<file path="src/logic/ccd_params.svh">
// register map, field positions and reset values
`ifndef CCD_PARAMS_SVH
`define CCD_PARAMS_SVH
`define CCD_ADDR_W 10
`define CCD_ADDR_CNT0 10'h190
`define CCD_ADDR_CTL0 10'h191
`define CCD_ADDR_PWR0 10'h192
`define CCD_ADDR_CNT1 10'h193
`define CCD_ADDR_CTL1 10'h194
`define CCD_ADDR_PWR1 10'h195
`define CCD_RST_CNT0 8'h77
`define CCD_RST_CNT1 8'h33
`define CCD_RST_CTL 8'h00
`define CCD_RST_PWR 8'h00
`define CCD_LOW_MSB 7
`define CCD_LOW_LSB 4
`define CCD_HIGH_MSB 3
`define CCD_HIGH_LSB 0
`define CCD_BYPASS_BIT 7
`define CCD_IGNSYNC_BIT 6
`define CCD_FORCE_BIT 5
`define CCD_START_BIT 4
`define CCD_PHASE_MSB 3
`define CCD_PHASE_LSB 0
`define CCD_PD_BIT 2
`define CCD_CORRDIS_BIT 0
`define CCD_PWR_MASK 8'h05
`endif

</file>
<file path="src/logic/ccd_pkg.sv">
// types shared by the channel divider modules
package ccd_pkg;
  typedef enum logic [1:0] {
    ST_HOLD,
    ST_PHASE,
    ST_RUN
  } ccd_state_t;
endpackage

</file>
<file path="src/logic/ccd_chan_if.sv">
// settings and outputs passed between register file and one channel divider
`timescale 1ns/1ps
`default_nettype none
interface ccd_chan_if;
  logic [7:0] counts;
  logic [7:0] ctrl;
  logic pd;
  logic out;
  logic oe;
  modport regs (output counts, output ctrl, output pd, input out, input oe);
  modport chan (input counts, input ctrl, input pd, output out, output oe);
endinterface
`default_nettype wire

</file>
<file path="src/logic/ccd_divider.sv">
// one channel divider: high/low counts, sync, phase, force, bypass, power-down
`timescale 1ns/1ps
`default_nettype none
`include "ccd_params.svh"
module ccd_divider
  import ccd_pkg::*;
(
  input wire logic clk,
  input wire logic reset,
  input wire logic dist_clk,
  input wire logic sync_req,
  ccd_chan_if.chan cfg
);
  ccd_state_t state;
  ccd_state_t next_state;
  logic [3:0] cnt;
  logic [3:0] next_cnt;
  logic lvl;
  logic next_lvl;
  logic prev_in;
  logic out;
  logic next_out;
  logic oe;
  logic next_oe;
  logic tick;
  logic byp;
  logic ign;
  logic hold;

  function automatic logic [3:0] dur(input logic level, input logic [7:0] counts);
    dur = level ? counts[`CCD_HIGH_MSB:`CCD_HIGH_LSB] : counts[`CCD_LOW_MSB:`CCD_LOW_LSB];
  endfunction

  assign tick = dist_clk & ~prev_in;
  assign byp = cfg.ctrl[`CCD_BYPASS_BIT];
  assign ign = cfg.ctrl[`CCD_IGNSYNC_BIT];
  assign hold = cfg.pd | byp | ign | sync_req;

  always_comb begin
    next_state = state;
    next_cnt = cnt;
    next_lvl = lvl;
    if (cfg.pd || byp) begin
      next_state = ST_HOLD;
      next_lvl = cfg.ctrl[`CCD_START_BIT];
      next_cnt = cfg.ctrl[`CCD_PHASE_MSB:`CCD_PHASE_LSB];
    end else if (ign) begin
      next_state = ST_HOLD;
      next_lvl = cfg.ctrl[`CCD_FORCE_BIT];
      next_cnt = cfg.ctrl[`CCD_PHASE_MSB:`CCD_PHASE_LSB];
    end else if (sync_req) begin
      next_state = ST_HOLD;
      next_lvl = cfg.ctrl[`CCD_START_BIT];
      next_cnt = cfg.ctrl[`CCD_PHASE_MSB:`CCD_PHASE_LSB];
    end else begin
      case (state)
        ST_HOLD: begin
          next_state = ST_PHASE;
        end
        ST_PHASE: begin
          if (cnt == 4'h0) begin
            next_state = ST_RUN;
            next_cnt = dur(lvl, cfg.counts);
          end else if (tick) begin
            next_cnt = cnt - 4'h1;
          end
        end
        ST_RUN: begin
          if (tick) begin
            if (cnt == 4'h0) begin
              next_lvl = ~lvl;
              next_cnt = dur(~lvl, cfg.counts);
            end else begin
              next_cnt = cnt - 4'h1;
            end
          end
        end
        default: begin
          next_state = ST_HOLD;
        end
      endcase
    end
  end

  always_comb begin
    next_oe = ~cfg.pd;
    if (cfg.pd) begin
      next_out = 1'b0;
    end else if (byp) begin
      next_out = dist_clk;
    end else begin
      next_out = next_lvl;
    end
  end

  always_ff @(posedge clk) begin
    if (reset) begin
      state <= ST_HOLD;
      cnt <= 4'h0;
      lvl <= 1'b0;
      prev_in <= 1'b0;
      out <= 1'b0;
      oe <= 1'b0;
    end else begin
      state <= next_state;
      cnt <= next_cnt;
      lvl <= next_lvl;
      prev_in <= dist_clk;
      out <= next_out;
      oe <= next_oe;
    end
  end

  assign cfg.out = out;
  assign cfg.oe = oe;
endmodule
`default_nettype wire

</file>
<file path="src/logic/ccd_top.sv">
// register file and two output channel dividers with three driven outputs each
`timescale 1ns/1ps
`default_nettype none
`include "ccd_params.svh"
module ccd_top
  import ccd_pkg::*;
#(
  parameter logic [7:0] CNT0_RESET = `CCD_RST_CNT0,
  parameter logic [7:0] CNT1_RESET = `CCD_RST_CNT1
)(
  input wire logic CLK,
  input wire logic RESET,
  input wire logic DIST_CLK,
  input wire logic SYNC_REQ,
  input wire logic REG_WE,
  input wire logic REG_RE,
  input wire logic [`CCD_ADDR_W-1:0] REG_ADDR,
  input wire logic [7:0] REG_WDATA,
  output logic [7:0] REG_RDATA,
  output logic CHAN0_OUTPUT_A,
  output logic CHAN0_OUTPUT_A_OE,
  output logic CHAN0_OUTPUT_B,
  output logic CHAN0_OUTPUT_B_OE,
  output logic CHAN0_OUTPUT_C,
  output logic CHAN0_OUTPUT_C_OE,
  output logic CHAN1_OUTPUT_A,
  output logic CHAN1_OUTPUT_A_OE,
  output logic CHAN1_OUTPUT_B,
  output logic CHAN1_OUTPUT_B_OE,
  output logic CHAN1_OUTPUT_C,
  output logic CHAN1_OUTPUT_C_OE,
  output logic DUTY_CYCLE_CORRECTION_EN0,
  output logic DUTY_CYCLE_CORRECTION_EN1
);
  logic [7:0] cnt0;
  logic [7:0] ctl0;
  logic [7:0] pwr0;
  logic [7:0] cnt1;
  logic [7:0] ctl1;
  logic [7:0] pwr1;
  logic [7:0] rdata;
  logic corr0;
  logic corr1;
  logic [7:0] next_cnt0;
  logic [7:0] next_ctl0;
  logic [7:0] next_pwr0;
  logic [7:0] next_cnt1;
  logic [7:0] next_ctl1;
  logic [7:0] next_pwr1;
  logic [7:0] next_rdata;
  logic next_corr0;
  logic next_corr1;

  ccd_chan_if ch0 ();
  ccd_chan_if ch1 ();

  function automatic logic hit(input logic [`CCD_ADDR_W-1:0] a, input logic [`CCD_ADDR_W-1:0] r);
    hit = (a == r);
  endfunction

  always_comb begin
    next_cnt0 = cnt0;
    next_ctl0 = ctl0;
    next_pwr0 = pwr0;
    next_cnt1 = cnt1;
    next_ctl1 = ctl1;
    next_pwr1 = pwr1;
    if (REG_WE) begin
      if (hit(REG_ADDR, `CCD_ADDR_CNT0)) begin
        next_cnt0 = REG_WDATA;
      end
      if (hit(REG_ADDR, `CCD_ADDR_CTL0)) begin
        next_ctl0 = REG_WDATA;
      end
      if (hit(REG_ADDR, `CCD_ADDR_PWR0)) begin
        next_pwr0 = REG_WDATA & `CCD_PWR_MASK;
      end
      if (hit(REG_ADDR, `CCD_ADDR_CNT1)) begin
        next_cnt1 = REG_WDATA;
      end
      if (hit(REG_ADDR, `CCD_ADDR_CTL1)) begin
        next_ctl1 = REG_WDATA;
      end
      if (hit(REG_ADDR, `CCD_ADDR_PWR1)) begin
        next_pwr1 = REG_WDATA & `CCD_PWR_MASK;
      end
    end
    next_corr0 = ~next_pwr0[`CCD_CORRDIS_BIT];
    next_corr1 = ~next_pwr1[`CCD_CORRDIS_BIT];
  end

  always_comb begin
    next_rdata = rdata;
    if (REG_RE) begin
      case (REG_ADDR)
        `CCD_ADDR_CNT0: next_rdata = cnt0;
        `CCD_ADDR_CTL0: next_rdata = ctl0;
        `CCD_ADDR_PWR0: next_rdata = pwr0;
        `CCD_ADDR_CNT1: next_rdata = cnt1;
        `CCD_ADDR_CTL1: next_rdata = ctl1;
        `CCD_ADDR_PWR1: next_rdata = pwr1;
        default: next_rdata = 8'h00;
      endcase
    end
  end

  always_ff @(posedge CLK) begin
    if (RESET) begin
      cnt0 <= CNT0_RESET;
      cnt1 <= CNT1_RESET;
      ctl0 <= `CCD_RST_CTL;
      ctl1 <= `CCD_RST_CTL;
      pwr0 <= `CCD_RST_PWR;
      pwr1 <= `CCD_RST_PWR;
      rdata <= 8'h00;
      corr0 <= 1'b1;
      corr1 <= 1'b1;
    end else begin
      cnt0 <= next_cnt0;
      cnt1 <= next_cnt1;
      ctl0 <= next_ctl0;
      ctl1 <= next_ctl1;
      pwr0 <= next_pwr0;
      pwr1 <= next_pwr1;
      rdata <= next_rdata;
      corr0 <= next_corr0;
      corr1 <= next_corr1;
    end
  end

  assign ch0.counts = cnt0;
  assign ch0.ctrl = ctl0;
  assign ch0.pd = pwr0[`CCD_PD_BIT];
  assign ch1.counts = cnt1;
  assign ch1.ctrl = ctl1;
  assign ch1.pd = pwr1[`CCD_PD_BIT];

  ccd_divider u_div0 (
    .clk(CLK),
    .reset(RESET),
    .dist_clk(DIST_CLK),
    .sync_req(SYNC_REQ),
    .cfg(ch0.chan)
  );

  ccd_divider u_div1 (
    .clk(CLK),
    .reset(RESET),
    .dist_clk(DIST_CLK),
    .sync_req(SYNC_REQ),
    .cfg(ch1.chan)
  );

  assign CHAN0_OUTPUT_A = ch0.out;
  assign CHAN0_OUTPUT_B = ch0.out;
  assign CHAN0_OUTPUT_C = ch0.out;
  assign CHAN0_OUTPUT_A_OE = ch0.oe;
  assign CHAN0_OUTPUT_B_OE = ch0.oe;
  assign CHAN0_OUTPUT_C_OE = ch0.oe;
  assign CHAN1_OUTPUT_A = ch1.out;
  assign CHAN1_OUTPUT_B = ch1.out;
  assign CHAN1_OUTPUT_C = ch1.out;
  assign CHAN1_OUTPUT_A_OE = ch1.oe;
  assign CHAN1_OUTPUT_B_OE = ch1.oe;
  assign CHAN1_OUTPUT_C_OE = ch1.oe;
  assign REG_RDATA = rdata;
  assign DUTY_CYCLE_CORRECTION_EN0 = corr0;
  assign DUTY_CYCLE_CORRECTION_EN1 = corr1;
endmodule
`default_nettype wire

</file>
<file path="config.mk">
export PLATFORM = sky130hd
export DESIGN_NAME = ccd_top
export DESIGN_NICKNAME = d
export VERILOG_FILES = /design/src/logic/ccd_pkg.sv /design/src/logic/ccd_chan_if.sv /design/src/logic/ccd_divider.sv /design/src/logic/ccd_top.sv
export VERILOG_INCLUDE_DIRS = /design/src /design/src/logic
export SDC_FILE = /design/constraint.sdc
export NUM_CORES = 1
export LEC_CHECK = 0
export BUFFER_PORTS_ARGS = -buffer_cell sky130_fd_sc_hd__buf_2
export CAP_MARGIN = 20
export CELL_PAD_IN_SITES_DETAIL_PLACEMENT = 1
export CELL_PAD_IN_SITES_GLOBAL_PLACEMENT = 2
export CORE_MARGIN = 1.5
export CORE_UTILIZATION = 35
export DETAILED_ROUTE_END_ITERATION = 6
export PLACE_DENSITY = 0.81
export SYNTH_ARGS = -nofsm -noshare
export SYNTH_HDL_FRONTEND = slang
export SYNTH_SLANG_ARGS = --single-unit
</file>
<file path="constraint.sdc">
create_clock -name CLK -period 2.3 [get_ports CLK]
set_input_delay 0.115 -clock CLK [delete_from_list [all_inputs] [get_ports CLK]]
set_output_delay 0.115 -clock CLK [all_outputs]
set_load 0.02 [all_outputs]
</file>
Yosys cells after proc, flatten, opt, wreduce, memory -nomap -nowiden
Index checks and enable logic that the tools add are counted.
- bits in registers: 65
- latch bits: 0
- bits in writable memories: 0
- memory bits (read-only): 0
- input bits: 24
- output and inout port bits: 22
- logic and storage cells: 115
- memories kept: 0
- add/subtract/negate cells: 2
- multipliers: 0
- divide/modulo/power cells: 0
- magnitude comparators: 0
- eq/ne operators: 16
- shift-type cells: 0
- multiplexer cells: 43
- bitwise logic cells: 10
- reductions and logical operators: 22
- operator list (operator ; count):
    2-to-1 mux 4 bit ; 18
    equality test 10 x 9 -> 1 bit (second input constant) ; 6
    one-hot mux 8 bit (6 select lines) ; 1
    2-to-1 mux 1 bit ; 18
    one-hot mux 4 bit (2 select lines) ; 2
    AND reduction 2 bit ; 8
    one-hot mux 2 bit (3 select lines) ; 2
    nonzero test 5 bit ; 2
    inverter 1 bit ; 9
    logical NOT 4 bit ; 2
    OR reduction 4 bit ; 2
    subtractor 4 x 1 -> 4 bit (second input constant) ; 2
    != test 6 x 3 -> 1 bit (second input constant) ; 1
    != test 6 x 4 -> 1 bit (second input constant) ; 1
    AND reduction 3 bit ; 2
    != test 5 x 3 -> 1 bit (second input constant) ; 1
    != test 5 x 4 -> 1 bit (second input constant) ; 1
    equality test 2 x 1 -> 1 bit (second input constant) ; 2
    equality test 2 bit (second input constant) ; 2
    logical NOT 2 bit ; 2
    2-to-1 mux 2 bit ; 2
    != test 2 x 1 -> 1 bit (second input constant) ; 2
    OR reduction 2 bit ; 2
    logical OR 1 bit ; 2
    AND 1 bit ; 1

Logic depth before layout (Yosys ltp)
Gate-level depths: netlist of the first run.
- depth in word-level cells: 8
- gate-level depth with buffers: 8
- depth with buffers taken out: 7

Modules after synthesis
From an unflattened synthesis of the first run, not the netlist that was laid out.
- cell total of the unflattened synthesis: 359
- area, all modules: 3422.0 um^2
- modules (own cells, without submodules) (module ; instances ; cells each ; area each (um^2)):
    ccd_top ; 1 ; 219 ; 2133.3
    ccd_divider ; 2 ; 70 ; 644.4

Worst setup path before layout of the first run
No wires, ideal clock.
- path kind: register to register
- start: register u_div1.state[0]
- end: register u_div1.cnt[3]
- data arrival time: 1.913 ns
- required time: 2.174 ns
- slack: 0.261 ns
- stages on the path, launching flop included: 8
- clock period less this slack: 2.039 ns
- path through: dfxtp_1 inv_1 ha_1 xnor2_1 mux2_2 a221o_1 mux2i_1 o21ai_0
- longest elaborated chain between the ends: 5
- ends and longest elaborated chain (element ; line ; source):
    start: declaration ; ccd_divider.sv:14 ; ccd_state_t state;
    start signal: assignment ; ccd_divider.sv:105 ; state <= next_state;
    equality test 2 bit or equality test 2 x 1 -> 1 bit (tied branches) ; ccd_divider.sv:56 ; case (state)
    one-hot mux 4 bit (2 select lines) ; ccd_divider.sv:56 ;
    2-to-1 mux 4 bit ; ccd_divider.sv:51 ; end else if (sync_req) begin
    2-to-1 mux 4 bit ; ccd_divider.sv:47 ; end else if (ign) begin
    2-to-1 mux 4 bit ; ccd_divider.sv:43 ; if (cfg.pd || byp) begin
    end signal: assignment ; ccd_divider.sv:106 ; cnt <= next_cnt;
    end: declaration ; ccd_divider.sv:16 ; logic [3:0] cnt;
Parallel ways exist; a longest one is shown, timed or not.
A chain may end at the register's enable or synchronous reset.

Worst setup path in the final report of the first run
- start: register u_div1.cnt[0]
- end: register u_div1.cnt[1]
- longest elaborated chain between the ends: 7
- ends and longest elaborated chain (element ; line):
    subtractor 4 x 1 -> 4 bit or logical NOT 4 bit (tied branches) ; --
    2-to-1 mux 4 bit, on equally long branches ; ccd_divider.sv:70, ccd_divider.sv:64
    2-to-1 mux 4 bit, on equally long branches ; ccd_divider.sv:69, ccd_divider.sv:61
    one-hot mux 4 bit (2 select lines) ; ccd_divider.sv:56
    2-to-1 mux 4 bit ; ccd_divider.sv:51
    2-to-1 mux 4 bit ; ccd_divider.sv:47
    2-to-1 mux 4 bit ; ccd_divider.sv:43
Parallel ways exist; a longest one is shown, timed or not. The select of a mux whose other input is x is not followed.

==> results.json, run 1 <==
{
  "status": "finished, final reports clean",
  "combPwrFrac": 0.100,
  "timing.final.crit_share": 0.893,
  "cts_resized": 0,
  "final_cell_mix": "65 x dfxtp_1, 55 x nor2_1, 45 x buf_2",
  "ys_warn_count": 0,
  "synth_top_area_cell": "dfxtp_1",
  "hpwl_um": 6950,
  "cts_setup_buffers": 0,
  "ir_drop_mv": 0.317,
  "pwr-share-clk": 0.439,
  "synth_top_area_share": 0.386,
  "internal_power_mw": 1.85,
  "numCtsBuffers": 9,
  "ant_nets": 0,
  "core_area_mm2": 0.00928,
  "grt_overflow": 0,
  "sequentialPowerShare": 0.461,
  "ys_types": 50,
  "p_sw_frac": 0.257,
  "grt_first_pass_wirelength_um": 15000,
  "synthAdderAreaFrac": 0.0371,
  "power.switching_mw": 0.640,
  "antenna_found_initial": 0,
  "layout.nets": 448,
  "drv_slew": 0,
  "vias": 2819,
  "area_growth_syn_to_layout_pct": 16.0,
  "drv_cap": 0,
  "p_leak_nw": 1.55,
  "die_area_mm2": 0.0102,
  "reg2reg_slack_ns": 0.25,
  "fill_cells": 1123,
  "setup-violations-final": 0,
  "worstMarginPinSlew_ns": 0.661,
  "antenna_cells": 0,
  "syn-instance-count": 369,
  "syn_area_per_cell_um2": 9.13,
  "place_congestion": 0.793,
  "path_max_fanout": 5,
  "cts_tree": "done",
  "post-route-min-period_ns": 2.05,
  "rsz0062_at_grt": "no",
  "drive_gt1_frac": 0.222,
  "wl_per_cell_um": 16.4,
  "die_w_um": 101,
  "io_buffers": 45,
  "critPathKind": "flip-flop to flip-flop",
  "wirelength_um": 9010,
  "synth_xor_area_frac": 0.0104,
  "cts_root_buf": "clkbuf_8",
  "skew_ns": 0.0101,
  "hold_class": "primary input to flip-flop",
  "tns_ns": 0,
  "drc": 0,
  "grt_pass1_vias": 2844,
  "path_clk_slew_ns": 0.08,
  "synth_simple_gate_area_frac": 0.225,
  "power_density_mw_per_mm2": 636,
  "grt_max_degree": 33,
  "fin_util": 0.421,
  "floorplan.initialDensity": 0.363,
  "hold_buffers": 1,
  "layout_commonest_cell": "dfxtp_1",
  "avgViaCountPerCell": 5.14,
  "end_kind": "flip-flop",
  "die_y_um": 101,
  "clock_latency_ns": 0.36,
  "cts_max_path_buffers": 2,
  "cp.required_ns": 2.60,
  "synth_nets": 403,
  "timing.fmax_ghz": 0.487,
  "synth_compound_area_frac": 0.127,
  "io_pins": 46,
  "critPathLaunchType": "flip-flop",
  "muxShareOfSynthArea": 0.154,
  "dr.first_iter.drc_count": 83,
  "synth_top_family_by_area": "simple AND/OR/NAND/NOR gates",
  "cts_sinks": 65,
  "dr.pass1.iters": 4,
  "rows": 35,
  "ys_seq_area_frac": 0.386,
  "finalHoldViolCount": 0,
  "critical_path_arrival_ns": 2.35,
  "grt_usage": 0.194,
  "synthFlopType": "dfxtp_1",
  "synth_seq_cells": 65,
  "syn-cell-area_mm2": 0.00337,
  "slew_headroom": 0.559,
  "ctsHtreeMaxLevel": 3,
  "synth_edf_count": 0,
  "async_reset_ff_frac": 0,
  "synth_area_leaders": "dfxtp_1 39%, mux2i_1 13%, nor2_1 6.1%, ha_1 3.7%, a21oi_1 3.3%"
}
cell families after synthesis:
family          count (synthesis)
buf+inv                        33
xor+xnor                        4
fa+ha+maj                      10
mux                            49
flops                          65
simple gates                  142
compound gates                 66
power groups by stage:
stage	clock [mW]	sequential, mW	combinational (mW)
final	1.09	1.15	0.250
after detailed placement	0	1.17	0.249
after floorplan	0	1.17	0.163
after global routing	1.17	1.15	0.278
after CTS	1.12	1.15	0.252
after global placement	0	1.17	0.244
cell usage after synthesis (4+ instances only):
| cell type | instances |
|---|---|
| dfxtp_1 | 65 |
| nor2_1 | 55 |
| mux2i_1 | 44 |
| nand2_1 | 23 |
| a21oi_1 | 22 |
| o21ai_0 | 18 |
| nor3_1 | 12 |
| buf_4 | 11 |
| ha_1 | 10 |
| nor2b_1 | 9 |
| inv_1 | 8 |
| a22oi_1 | 6 |
| clkbuf_1 | 6 |
| nor3b_1 | 6 |
| nand2b_1 | 5 |
| a211o_1 | 4 |
| buf_2 | 4 |
| nand4_1 | 4 |
| nor3_2 | 4 |
| xnor2_1 | 4 |
sequential cells by signal, indices dropped and copies added (netlist names), 4 cells and up:
| register | count |
|---|---|
| REG_RDATA | 8 |
| ch0.counts | 8 |
| ch0.ctrl | 8 |
| ch1.counts | 8 |
| ch1.ctrl | 8 |
| u_div0.cnt | 4 |
| u_div1.cnt | 4 |
critical path, stage by stage (launching register included):
cell       delay (ns)
dfxtp_1          0.33
inv_1            0.08
ha_1             0.23
or3b_4           0.44
a21oi_4          0.24
o21ai_4          0.12
a2111oi_1        0.40
a221o_1          0.17
path summary, 6_finish.rpt:
path                                     from              to  cells past startpoint
worst max register to register  u_div1.cnt[0]   u_div1.cnt[1]                      7
worst min register to register   REG_RDATA[1]    REG_RDATA[1]                      2
worst min-delay path                 DIST_CLK  u_div1.prev_in                      2
worst max-delay path            u_div1.cnt[0]   u_div1.cnt[1]                      7
layer usage:
metal / GRT usage / share of wire / vias to the layer above
met2: 0.315 / 0.48 / 41
li1: - / - / 1388
met3: 0.0347 / 0.030 / 12
met5: 0 / 0 / -
met4: 0.0673 / 0.016 / 0
met1: 0.259 / 0.47 / 1378
area by class of cell:
cell class                 count  area [um2]  area share
clock buffer                   9         124      0.0317
clock inverter                 7        95.1      0.0243
inverter                       8        30.0     0.00768
multi-input combinational    271        1870       0.477
sequential                    65        1300       0.333
tap                          129         161      0.0413
timing repair buffer          59         333      0.0851
per-stage QoR:
stage          total power, mW  instances  area [um2]  hold slack [ns]  setup WS, ns
6_report                  2.49        548        3910           0.0297         0.245
5_1_grt                   2.59        548        3910           0.0534         0.111
4_1_cts                   2.52        548        3910           0.0204         0.241
3_5_place_dp              1.42        531        3680            0.386         0.261
3_3_place_gp              1.42        531        3680            0.379         0.350
2_1_floorplan             1.34        369        3370            0.193         0.261
(Power assumes the default switching activity.)
==> inputs of run 2 (changes only) <==
--- a/config.mk
+++ b/config.mk
@@ -11,9 +11,10 @@
 export CELL_PAD_IN_SITES_DETAIL_PLACEMENT = 1
 export CELL_PAD_IN_SITES_GLOBAL_PLACEMENT = 2
 export CORE_MARGIN = 1.5
-export CORE_UTILIZATION = 35
+export CORE_UTILIZATION = 32
 export DETAILED_ROUTE_END_ITERATION = 6
-export PLACE_DENSITY = 0.81
+export PLACE_DENSITY = 0.78
+export SKIP_LAST_GASP = 1
 export SYNTH_ARGS = -nofsm -noshare
 export SYNTH_HDL_FRONTEND = slang
 export SYNTH_SLANG_ARGS = --single-unit
==> constraint.sdc (replaced) <==
create_clock -name CLK -period 1.7 [get_ports CLK]
set_input_delay 0.085 -clock CLK [delete_from_list [all_inputs] [get_ports CLK]]
set_output_delay 0.085 -clock CLK [all_outputs]
set_load 0.02 [all_outputs]
==> results.json, run 2 (synthesis gave the netlist of run 1 again) <==
{
  "status": "finished, final reports clean",
  "die_w_um": 106,
  "cts_root_buf": "clkbuf_8",
  "p_sw_frac": 0.268,
  "io_pins": 46,
  "layout.nets": 472,
  "critPathKind": "flip-flop to flip-flop",
  "sequentialPowerShare": 0.472,
  "grt_overflow": 0,
  "hold_class": "primary input to flip-flop",
  "p_leak_nw": 1.68,
  "timing.final.ws_setup_ns": 0.0161,
  "antenna_cells": 0,
  "cp.required_ns": 1.94,
  "final_cell_mix": "61 x dfxtp_1, 55 x nor2_1, 45 x buf_2",
  "core_area_mm2": 0.0103,
  "fill_cells": 1238,
  "setup-violations-final": 0,
  "fin_cells": 579,
  "die_area_mm2": 0.0112,
  "numCtsBuffers": 9,
  "grt_usage": 0.181,
  "post-route-min-period_ns": 1.68,
  "ant_nets": 0,
  "die_y_um": 106,
  "multiInputGateArea_mm2": 0.00201,
  "cts_tree": "done",
  "path_max_fanout": 3,
  "slew_headroom": 0.732,
  "grt_first_pass_wirelength_um": 15700,
  "timing.final.crit_share": 0.991,
  "design_area_mm2": 0.00423,
  "rsz0062_at_grt": "yes",
  "ctsHtreeMaxLevel": 3,
  "tns_ns": 0,
  "dpl_cell_area_mm2": 0.00392,
  "area_growth_syn_to_layout_pct": 25.4,
  "end_kind": "flip-flop",
  "timing.fmax_ghz": 0.594,
  "pwr-share-clk": 0.401,
  "cts_max_path_buffers": 2,
  "finalHoldViolCount": 0,
  "critPathLaunchType": "flip-flop",
  "antenna_found_initial": 0,
  "skew_ns": 0.0114,
  "placed_cells": 556,
  "dp_slack_ns": -0.0486,
  "wl_per_cell_um": 16.6,
  "wirelength_um": 9640,
  "fin_util": 0.411,
  "clock_latency_ns": 0.35,
  "avgViaCountPerCell": 5.01,
  "drc": 0,
  "dr.first_iter.drc_count": 106,
  "internal_power_mw": 2.41,
  "drv_cap": 0,
  "combPwrFrac": 0.127,
  "path_clk_slew_ns": 0.08,
  "layout_commonest_cell": "dfxtp_1",
  "power_density_mw_per_mm2": 779,
  "critical_path_arrival_ns": 1.92,
  "drive_gt1_frac": 0.307,
  "dr.pass1.iters": 4,
  "drv_slew": 0,
  "ir_drop_mv": 0.433,
  "vias": 2901,
  "io_buffers": 45,
  "cts_sinks": 65,
  "place_congestion": 0.761,
  "rows": 37,
  "grt_pass1_vias": 2992,
  "timing.hold.ws_ns": 0.0412,
  "grt_max_degree": 32,
  "worstMarginPinSlew_ns": 0.401,
  "floorplan.initialDensity": 0.328,
  "power_mw": 3.29,
  "power.switching_mw": 0.884,
  "hpwl_um": 7460,
  "final-seq-area_mm2": 0.00131
}
## run 2: power by group through the flow
stage	registers, mW	clock network (mW)	logic [mW]
after floorplan	1.59	0	0.238
after global placement	1.59	0	0.371
after detailed placement	1.59	0	0.382
after CTS	1.55	1.35	0.402
after global routing	1.56	1.44	0.456
final	1.55	1.32	0.418
## run 2: path summary, 6_finish.rpt
path	startpoint	to	slack, ns	depth (start not counted)
setup / recovery	u_div1.state[0]	u_div1.cnt[3]	0.02	7
hold / removal	REG_WDATA[5]	ch1.counts[5]	0.04	2
setup reg to reg	u_div1.state[0]	u_div1.cnt[3]	0.02	7
hold reg to reg	REG_RDATA[5]	REG_RDATA[5]	0.46	2
## run 2: per-layer routing
metal  global-route usage  up-vias  wire length [um]
met5                    0        -                 0
li1                     -     1441                 -
met4               0.0560        0               115
met1                0.241     1415              4670
met2                0.301       34              4660
met3               0.0284       11               196
## run 2: critical path: stages, from the launching register on
cell and delay [ns]:
dfxtp_2 0.34, inv_2 0.06, ha_4 0.17, xnor2_4 0.14, mux2_4 0.31, a221o_1 0.34
mux2i_1 0.15, o21ai_1 0.07
## run 2: what timing repair did
item	in CTS	in global routing
cloned	0	0
resized for setup	8	8
endpoints found under the hold margin	2	0
hold buffers	2	0
setup endpoints to repair	6	12
buffers inserted	2	3
pin swaps	3	6
## run 2: layout make-up
class,instances,share of cell area
clock buffers,10,0.0302
clock inverters,6,0.0163
inverters,8,0.00711
multi-input cells,271,0.475
flip-flops and latches,65,0.309
well taps,136,0.0403
repair buffers,83,0.122
